File: config.mk
export PLATFORM = sky130hd
export DESIGN_NAME = ext_event_source_select
export DESIGN_NICKNAME = d
export VERILOG_FILES = /design/src/rtl/ext_event_source_select_pkg.sv /design/src/rtl/ext_event_source_select.sv /design/src/rtl/pin_level_sync.sv
export VERILOG_INCLUDE_DIRS = /design/src /design/src/rtl
export SDC_FILE = /design/constraint.sdc
export NUM_CORES = 1
export LEC_CHECK = 0
export ABC_AREA = 1
export BUFFER_PORTS_ARGS = -buffer_cell sky130_fd_sc_hd__buf_4
export CORE_AREA = 2 2 118 206
export DETAILED_ROUTE_END_ITERATION = 8
export DIE_AREA = 0 0 120 208
export PLACE_DENSITY_LB_ADDON = 0.25
export SLEW_MARGIN = 20
export SYNTH_ARGS = -nofsm -noshare
export SYNTH_HDL_FRONTEND = slang
export SYNTH_SLANG_ARGS = --single-unit
File: constraint.sdc
create_clock -name I_MCLK -period 1.4 [get_ports I_MCLK]
set_input_delay 0.42 -clock I_MCLK [delete_from_list [all_inputs] [get_ports I_MCLK]]
set_output_delay 0.42 -clock I_MCLK [all_outputs]
set_load 0.03 [all_outputs]
File: src/rtl/ext_event_source_select_defs.svh
// Constants for the external event source selector: offsets, fields, resets, codes
`ifndef EXT_EVENT_SOURCE_SELECT_DEFS_SVH
`define EXT_EVENT_SOURCE_SELECT_DEFS_SVH

// ==========================================================================
// Bus geometry
`define EVSS_ADDR_WIDTH       8
`define EVSS_DATA_WIDTH       32

// ==========================================================================
// Register byte offsets
`define EVSS_OFS_LINES_0_3    8'h08
`define EVSS_OFS_LINES_4_7    8'h0C
`define EVSS_OFS_LINES_8_11   8'h10

// ==========================================================================
// Field layout
`define EVSS_SEL_WIDTH        4
`define EVSS_FIELDS_WIDTH     16
`define EVSS_NUM_SEL_REGS     3
`define EVSS_NUM_LINES        12
`define EVSS_NUM_PORTS        7
`define EVSS_RSVD_READ        16'h0000

// ==========================================================================
// Reset values
`define EVSS_SEL_RESET        16'h0000
`define EVSS_RDATA_RESET      32'h0000_0000

// ==========================================================================
// Selector codes
`define EVSS_CODE_PORT_A      4'h0
`define EVSS_CODE_PORT_B      4'h1
`define EVSS_CODE_PORT_C      4'h2
`define EVSS_CODE_PORT_D      4'h3
`define EVSS_CODE_PORT_E      4'h4
`define EVSS_CODE_PORT_F      4'h5
`define EVSS_CODE_PORT_G      4'h6

`endif

File: src/rtl/ext_event_source_select_pkg.sv
// Types shared by the external event source selector
`include "ext_event_source_select_defs.svh"

package ext_event_source_select_pkg;

   // =======================================================================
   // Pin and selector types
   typedef logic [`EVSS_SEL_WIDTH-1:0]   port_sel_t;
   typedef logic [`EVSS_NUM_LINES-1:0]   pin_group_t;
   typedef logic [`EVSS_NUM_PORTS-1:0]   pin_cands_t;
   typedef logic [`EVSS_ADDR_WIDTH-1:0]  bus_addr_t;
   typedef logic [`EVSS_DATA_WIDTH-1:0]  bus_data_t;

   // Input levels of ports A..G, pin n of each port at bit n
   typedef struct packed {
      pin_group_t port_g;
      pin_group_t port_f;
      pin_group_t port_e;
      pin_group_t port_d;
      pin_group_t port_c;
      pin_group_t port_b;
      pin_group_t port_a;
   } port_pins_s;

   // Four selector fields of one register, highest line first
   typedef struct packed {
      port_sel_t sel_hi;
      port_sel_t sel_mid_hi;
      port_sel_t sel_mid_lo;
      port_sel_t sel_lo;
   } sel_fields_s;

endpackage : ext_event_source_select_pkg

File: src/rtl/ext_event_source_select.sv
// External event line source selector with its register port
//
// The address-and-strobe port was left to the implementer.
`timescale 1ns/100ps
`default_nettype none

`include "ext_event_source_select_defs.svh"

module ext_event_source_select
   import ext_event_source_select_pkg::*;
(
   input  wire logic       I_MCLK,
   input  wire logic       I_RST_B,
   input  wire bus_addr_t  I_ADDR,
   input  wire bus_data_t  I_WDATA,
   input  wire logic       I_WR,
   input  wire logic       I_RD,
   output var  bus_data_t  O_RDATA,
   input  wire port_pins_s I_PORT_PINS,
   output var  pin_group_t O_EVENT_LINE
);

   localparam logic [1:0] REG_NONE = 2'h3;

   // ========================================================================
   // Helpers
   function automatic logic [1:0] reg_index(input bus_addr_t addr);
      logic [1:0] idx;
      idx = REG_NONE;
      case (addr)
         `EVSS_OFS_LINES_0_3:  idx = 2'h0;
         `EVSS_OFS_LINES_4_7:  idx = 2'h1;
         `EVSS_OFS_LINES_8_11: idx = 2'h2;
         default:              idx = REG_NONE;
      endcase
      return idx;
   endfunction : reg_index

   function automatic logic select_pin(input port_sel_t sel, input pin_cands_t cands);
      logic lvl;
      lvl = 1'b0;
      case (sel)
         `EVSS_CODE_PORT_A: lvl = cands[0];
         `EVSS_CODE_PORT_B: lvl = cands[1];
         `EVSS_CODE_PORT_C: lvl = cands[2];
         `EVSS_CODE_PORT_D: lvl = cands[3];
         `EVSS_CODE_PORT_E: lvl = cands[4];
         `EVSS_CODE_PORT_F: lvl = cands[5];
         `EVSS_CODE_PORT_G: lvl = cands[6];
         // Reserved codes hold the line low
         default:           lvl = 1'b0;
      endcase
      return lvl;
   endfunction : select_pin

   function automatic pin_cands_t gather_candidates(input port_pins_s  pins,
                                                    input int unsigned n);
      pin_cands_t c;
      c    = '0;
      c[0] = pins.port_a[n];
      c[1] = pins.port_b[n];
      c[2] = pins.port_c[n];
      c[3] = pins.port_d[n];
      c[4] = pins.port_e[n];
      c[5] = pins.port_f[n];
      c[6] = pins.port_g[n];
      return c;
   endfunction : gather_candidates

   function automatic bus_data_t read_word(input sel_fields_s word);
      bus_data_t w;
      w = {`EVSS_RSVD_READ, word};
      return w;
   endfunction : read_word

   function automatic sel_fields_s write_word(input bus_data_t data);
      sel_fields_s f;
      // Upper half is not stored; writes to it are dropped
      f = sel_fields_s'(data[`EVSS_FIELDS_WIDTH-1:0]);
      return f;
   endfunction : write_word

   // ========================================================================
   // Pin synchronisation
   port_pins_s pins_sync;

   pin_level_sync u_pin_sync (
      .i_clk   (I_MCLK),
      .i_rst_b (I_RST_B),
      .i_pins  (I_PORT_PINS),
      .o_pins  (pins_sync)
   );

   // ========================================================================
   // Address decode
   logic [1:0] acc_idx;
   logic       wr_lines_0_3;
   logic       wr_lines_4_7;
   logic       wr_lines_8_11;
   logic       rd_lines_0_3;
   logic       rd_lines_4_7;
   logic       rd_lines_8_11;

   always_comb begin
      // Unmapped offsets raise no strobe
      acc_idx       = reg_index(I_ADDR);
      wr_lines_0_3  = I_WR && (acc_idx == 2'h0);
      wr_lines_4_7  = I_WR && (acc_idx == 2'h1);
      wr_lines_8_11 = I_WR && (acc_idx == 2'h2);
      rd_lines_0_3  = I_RD && (acc_idx == 2'h0);
      rd_lines_4_7  = I_RD && (acc_idx == 2'h1);
      rd_lines_8_11 = I_RD && (acc_idx == 2'h2);
   end

   // ========================================================================
   // Selectors for lines 0 to 3
   sel_fields_s event_source_select_lines_0_3_q;
   sel_fields_s event_source_select_lines_0_3_d;

   always_comb begin
      event_source_select_lines_0_3_d = event_source_select_lines_0_3_q;
      if (wr_lines_0_3) begin
         event_source_select_lines_0_3_d = write_word(I_WDATA);
      end
   end

   always_ff @(posedge I_MCLK) begin
      if (!I_RST_B) begin
         event_source_select_lines_0_3_q <= `EVSS_SEL_RESET;
      end else begin
         event_source_select_lines_0_3_q <= event_source_select_lines_0_3_d;
      end
   end

   // ========================================================================
   // Selectors for lines 4 to 7
   sel_fields_s event_source_select_lines_4_7_q;
   sel_fields_s event_source_select_lines_4_7_d;

   always_comb begin
      event_source_select_lines_4_7_d = event_source_select_lines_4_7_q;
      if (wr_lines_4_7) begin
         event_source_select_lines_4_7_d = write_word(I_WDATA);
      end
   end

   always_ff @(posedge I_MCLK) begin
      if (!I_RST_B) begin
         event_source_select_lines_4_7_q <= `EVSS_SEL_RESET;
      end else begin
         event_source_select_lines_4_7_q <= event_source_select_lines_4_7_d;
      end
   end

   // ========================================================================
   // Selectors for lines 8 to 11
   sel_fields_s event_source_select_lines_8_11_q;
   sel_fields_s event_source_select_lines_8_11_d;

   always_comb begin
      event_source_select_lines_8_11_d = event_source_select_lines_8_11_q;
      if (wr_lines_8_11) begin
         event_source_select_lines_8_11_d = write_word(I_WDATA);
      end
   end

   always_ff @(posedge I_MCLK) begin
      if (!I_RST_B) begin
         event_source_select_lines_8_11_q <= `EVSS_SEL_RESET;
      end else begin
         event_source_select_lines_8_11_q <= event_source_select_lines_8_11_d;
      end
   end

   // ========================================================================
   // Read port
   bus_data_t rdata_q;
   bus_data_t rdata_d;

   always_comb begin
      // Read data stand for exactly one cycle, zero otherwise
      rdata_d = `EVSS_RDATA_RESET;
      if (rd_lines_0_3) begin
         rdata_d = read_word(event_source_select_lines_0_3_q);
      end
      if (rd_lines_4_7) begin
         rdata_d = read_word(event_source_select_lines_4_7_q);
      end
      if (rd_lines_8_11) begin
         rdata_d = read_word(event_source_select_lines_8_11_q);
      end
   end

   always_ff @(posedge I_MCLK) begin
      if (!I_RST_B) begin
         rdata_q <= `EVSS_RDATA_RESET;
      end else begin
         rdata_q <= rdata_d;
      end
   end

   assign O_RDATA = rdata_q;

   // ========================================================================
   // Per-line selector fields
   port_sel_t line0_port_select;
   port_sel_t line1_port_select;
   port_sel_t line2_port_select;
   port_sel_t line3_port_select;
   port_sel_t line4_port_select;
   port_sel_t line5_port_select;
   port_sel_t line6_port_select;
   port_sel_t line7_port_select;
   port_sel_t line8_port_select;
   port_sel_t line9_port_select;
   port_sel_t line10_port_select;
   port_sel_t line11_port_select;

   always_comb begin
      line0_port_select  = event_source_select_lines_0_3_q.sel_lo;
      line1_port_select  = event_source_select_lines_0_3_q.sel_mid_lo;
      line2_port_select  = event_source_select_lines_0_3_q.sel_mid_hi;
      line3_port_select  = event_source_select_lines_0_3_q.sel_hi;

      line4_port_select  = event_source_select_lines_4_7_q.sel_lo;
      line5_port_select  = event_source_select_lines_4_7_q.sel_mid_lo;
      line6_port_select  = event_source_select_lines_4_7_q.sel_mid_hi;
      line7_port_select  = event_source_select_lines_4_7_q.sel_hi;

      line8_port_select  = event_source_select_lines_8_11_q.sel_lo;
      line9_port_select  = event_source_select_lines_8_11_q.sel_mid_lo;
      line10_port_select = event_source_select_lines_8_11_q.sel_mid_hi;
      line11_port_select = event_source_select_lines_8_11_q.sel_hi;
   end

   // ========================================================================
   // Same-numbered pins of ports A to G, one group per line
   pin_cands_t cands_line0;
   pin_cands_t cands_line1;
   pin_cands_t cands_line2;
   pin_cands_t cands_line3;
   pin_cands_t cands_line4;
   pin_cands_t cands_line5;
   pin_cands_t cands_line6;
   pin_cands_t cands_line7;
   pin_cands_t cands_line8;
   pin_cands_t cands_line9;
   pin_cands_t cands_line10;
   pin_cands_t cands_line11;

   always_comb begin
      cands_line0  = gather_candidates(pins_sync, 0);
      cands_line1  = gather_candidates(pins_sync, 1);
      cands_line2  = gather_candidates(pins_sync, 2);
      cands_line3  = gather_candidates(pins_sync, 3);
      cands_line4  = gather_candidates(pins_sync, 4);
      cands_line5  = gather_candidates(pins_sync, 5);
      cands_line6  = gather_candidates(pins_sync, 6);
      cands_line7  = gather_candidates(pins_sync, 7);
      cands_line8  = gather_candidates(pins_sync, 8);
      cands_line9  = gather_candidates(pins_sync, 9);
      cands_line10 = gather_candidates(pins_sync, 10);
      cands_line11 = gather_candidates(pins_sync, 11);
   end

   // ========================================================================
   // Event line multiplexer
   pin_group_t event_d;
   pin_group_t event_q;

   always_comb begin
      event_d     = '0;
      event_d[0]  = select_pin(line0_port_select, cands_line0);
      event_d[1]  = select_pin(line1_port_select, cands_line1);
      event_d[2]  = select_pin(line2_port_select, cands_line2);
      event_d[3]  = select_pin(line3_port_select, cands_line3);
      event_d[4]  = select_pin(line4_port_select, cands_line4);
      event_d[5]  = select_pin(line5_port_select, cands_line5);
      event_d[6]  = select_pin(line6_port_select, cands_line6);
      event_d[7]  = select_pin(line7_port_select, cands_line7);
      event_d[8]  = select_pin(line8_port_select, cands_line8);
      event_d[9]  = select_pin(line9_port_select, cands_line9);
      event_d[10] = select_pin(line10_port_select, cands_line10);
      event_d[11] = select_pin(line11_port_select, cands_line11);
   end

   always_ff @(posedge I_MCLK) begin
      if (!I_RST_B) begin
         event_q <= '0;
      end else begin
         event_q <= event_d;
      end
   end

   assign O_EVENT_LINE = event_q;

endmodule : ext_event_source_select

`default_nettype wire

File: src/rtl/pin_level_sync.sv
// Two-stage synchroniser for the port pin levels
`timescale 1ns/100ps
`default_nettype none

module pin_level_sync
   import ext_event_source_select_pkg::*;
(
   input  wire logic       i_clk,
   input  wire logic       i_rst_b,
   input  wire port_pins_s i_pins,
   output var  port_pins_s o_pins
);

   port_pins_s meta_q;
   port_pins_s meta_d;
   port_pins_s stable_q;
   port_pins_s stable_d;

   // ========================================================================
   // First stage feeds only the second
   always_comb begin
      meta_d   = i_pins;
      stable_d = meta_q;
   end

   always_ff @(posedge i_clk) begin
      if (!i_rst_b) begin
         meta_q   <= '0;
         stable_q <= '0;
      end else begin
         meta_q   <= meta_d;
         stable_q <= stable_d;
      end
   end

   assign o_pins = stable_q;

endmodule : pin_level_sync

`default_nettype wire

==> impl_metrics.csv <==
group,metric,value,unit
clock_tree,cts-root-buf,"clkbuf_16",
sta,holdWs,0.08979,ns
setup_path,cp_num_buf_inv,1,
power,power.density,1270,mW/mm^2
clock_tree,cts_tree,"built",
place,place_congestion,0.7919,
finish,final_cell_mix,"238 x inv_1, 222 x nand2_1, 216 x dfxtp_1",
floorplanning,start_util,0.3742,
finish,final_area,0.01101,sq mm
setup_path,path_delay_family,"flip-flops",
clock_tree,cts_buffers,22,
finish,antenna_cells,0,
clock_tree,clkTransAtPathRegs,0.07,ns
clock_tree,worst_skew_pair.late_latency,0.51,ns
logic_synthesis,synth_top_family_by_area,"simple AND/OR/NAND/NOR gates",
logic_synthesis,synth_fa_ha_area_frac,0,
logic_synthesis,avgSynthCellArea,7.758,sq um
setup_path,cp_num_cells,1,
logic_synthesis,synth_xor_xnor_area_share,0,
finish,drive_gt1_frac,0.1916,
logic_synthesis,yosysUniqueCellTypes,27,
detailed_routing,avgViaCountPerCell,4.192,
status,violations,"negative setup slack",
sta,timing.final.ws_setup,-0.0008953,ns
finish,fin_cells,1583,
logic_synthesis,syn_area,0.008697,sq mm
setup_path,rr_startpoint,"line1_port_select[2]$_SDFFE_PN0P_",
detailed_routing,wl_per_cell,11.56,microns
global_route,grt_pass1_vias,6340,
global_route,grt_max_degree,70,
floorplanning,die_area,0.02496,sq mm
status,status,"finished with violations",
power,p_leak,6.006,nW
sta,finalHoldViolations,0,
global_route,antenna_found_initial,0,
finish,final_common_cell,"inv_1",
finish,nets,1393,
logic_synthesis,yosys.area_share.simple,0.2159,
place,dpl.hpwl,13640,microns
floorplanning,die_h,208,microns
global_route,grtUsageTotal,0.1483,
floorplanning,floorplan.die.width,120,microns
logic_synthesis,synthCells,1121,
place,dp_cells,1545,
sta,post-route-period-util,1.001,
detailed_routing,routed_wirelength,18300,microns
power,peakVddDrop,598.6,uV
floorplanning,ios,172,
sta,slew_viol_final,0,
setup_path,crit_path_end,"O_RDATA[5]",
sta,rsz0062_at_grt,"yes",
setup_path,crit_slowest_cell,"dfxtp_2",
sta,skew,0.01158,ns
setup_path,crit_type,"register to output pin",
setup_path,max_stage_delay,0.34,ns
sta,timing.fmax,713.8,MHz
setup_path,ff2ff_path_depth,4,
detailed_routing,drcViolationCount,0,
clock_tree,cts_setup_buffers,0,
hold_path,hp-class,"input port to register",
setup_path,r2r_end,"O_EVENT_LINE[1]$_SDFF_PN0_",
setup_path,cp-startpoint,"O_RDATA[5]$_SDFF_PN0_",
setup_path,ff2ff_setup_slack,0.22,ns
global_route,grt_pass1_wl,30420,microns
setup_path,crit_arrival,0.98,ns
global_route,grt.overflow.total,0,
clock_tree,clock-sinks,244,
logic_synthesis,synth-compound-area-share,0.07740,
detailed_routing,ant_nets,0,
logic_synthesis,ys_seq_elements,244,
place,portBuffers,139,
logic_synthesis,seq_area_frac_synth,0.5616,
logic_synthesis,ys_warn_count,0,
clock_tree,holdBufCountCts,0,
setup_path,required,0.98,ns
clock_tree,clockBufferDepth,3,
hold_path,hold_start,"I_PORT_PINS[9]",
sta,finalCriticalPeriod,1.401,ns
place,post_dp_cell_area,0.01016,sq mm
setup_path,cp_max_fo,1,
detailed_routing,drt_first_pass_iters,4,
detailed_routing,num_vias,6636,
detailed_routing,drtIter0Drc,297,
job,maxCapViolations,0,
setup_path,cp_cell_sequence,"buf_6",
setup_path,crit_path_start_kind,"register",
finish,area_delta_synth_final,26.60,%
sta,finalSetupViolations,1,
logic_synthesis,synthMuxAreaShare,0,
finish,post-route-util,0.4738,
floorplanning,rows,74,
setup_path,end_kind,"output pin",
clock_tree,h-tree-depth,1,
floorplanning,core-area,0.02324,sq mm
## cells by family (layout without fill, tap and decap cells)
family                 after synthesis  after routing
AND/OR/NAND/NOR                    454            454
other                                1             16
buffers and inverters              300            443
AO/OA/AOI/OAI                      122            122
flip-flops                         244            244
## layer usage
metal	share of wire	vias to the layer above	track usage
met5	0	-	0
met1	0.44	2887	0.1865
li1	-	3563	-
met2	0.48	151	0.2574
met4	0.025	0	0.05233
met3	0.050	35	0.01974
## worst min path at each step
stage                     depth (start not counted)                               end  slack (ns)
after detailed placement                          2  u_pin_sync.o_pins[42]$_SDFF_PN0_        0.40
after global placement                            2  u_pin_sync.o_pins[82]$_SDFF_PN0_        0.40
final                                             3   u_pin_sync.meta_q[9]$_SDFF_PN0_        0.09
after CTS                                         3  u_pin_sync.meta_q[12]$_SDFF_PN0_        0.07
after floorplan                                   2  u_pin_sync.o_pins[28]$_SDFF_PN0_        0.39
after global routing                              3  u_pin_sync.meta_q[48]$_SDFF_PN0_        0.08
## flip-flops by register name, summed over array words and instances, names as in the netlist
name / count
line1_port_select: 4
u_pin_sync.o_pins: 84
O_RDATA: 16
line9_port_select: 4
line5_port_select: 4
line2_port_select: 4
line0_port_select: 4
line6_port_select: 4
line3_port_select: 4
line4_port_select: 4
O_EVENT_LINE: 12
line10_port_select: 4
line8_port_select: 4
u_pin_sync.meta_q: 84
line7_port_select: 4
line11_port_select: 4
## power by group
part | total [mW] | switching, mW | internal [mW]
Clock | 5.92 | 2.47 | 3.44
Combinational | 0.819 | 0.436 | 0.384
Sequential | 7.25 | 0.0677 | 7.18
Total | 14.0 | 2.98 | 11.0
## cell usage after synthesis, drive strengths merged
library cell / n / area (sq um)
dfxtp: 244 / 4885
a21oi: 20 / 100.1
o211ai: 6 / 45.04
clkinv: 1 / 5.000
or2: 4 / 25.02
o21bai: 3 / 22.52
o21ai: 85 / 425.4
inv: 240 / 903.4
conb: 1 / 3.750
nand3b: 5 / 37.54
buf: 48 / 307.8
nand3: 67 / 335.3
nor2: 154 / 629.3
nand2: 224 / 850.8
clkbuf: 11 / 41.29
o211a: 8 / 80.08
## what timing repair did
item,4_1_cts,5_1_grt
pin swaps,0,0
endpoints found under the setup margin,24,26
resized for setup,42,14
## final cells by class
cell class              count  area (sq um)
fillers                  2318         12230
flip-flops and latches    244          4920
multi-input cells         592          2611
repair buffers            164          1478
inverters                 241         908.4
clock buffers              33         663.1
well taps                 304         380.4
clock inverters             5         50.05
## stage by stage
| step | TNS [ns] | worst slack [ns] | power, mW |
|---|---|---|---|
| 6_report | -0.0008953 | -0.0008953 | 13.99 |
| 5_1_grt | -0.1872 | -0.03983 | 14.56 |
| 4_1_cts | -0.06451 | -0.03588 | 14.17 |
| 3_5_place_dp | -9.539 | -0.2202 | 8.227 |
| 3_3_place_gp | -8.339 | -0.1863 | 8.219 |
| 2_1_floorplan | 0 | 0.05999 | 7.850 |
Power figures use the tool's default switching activity.
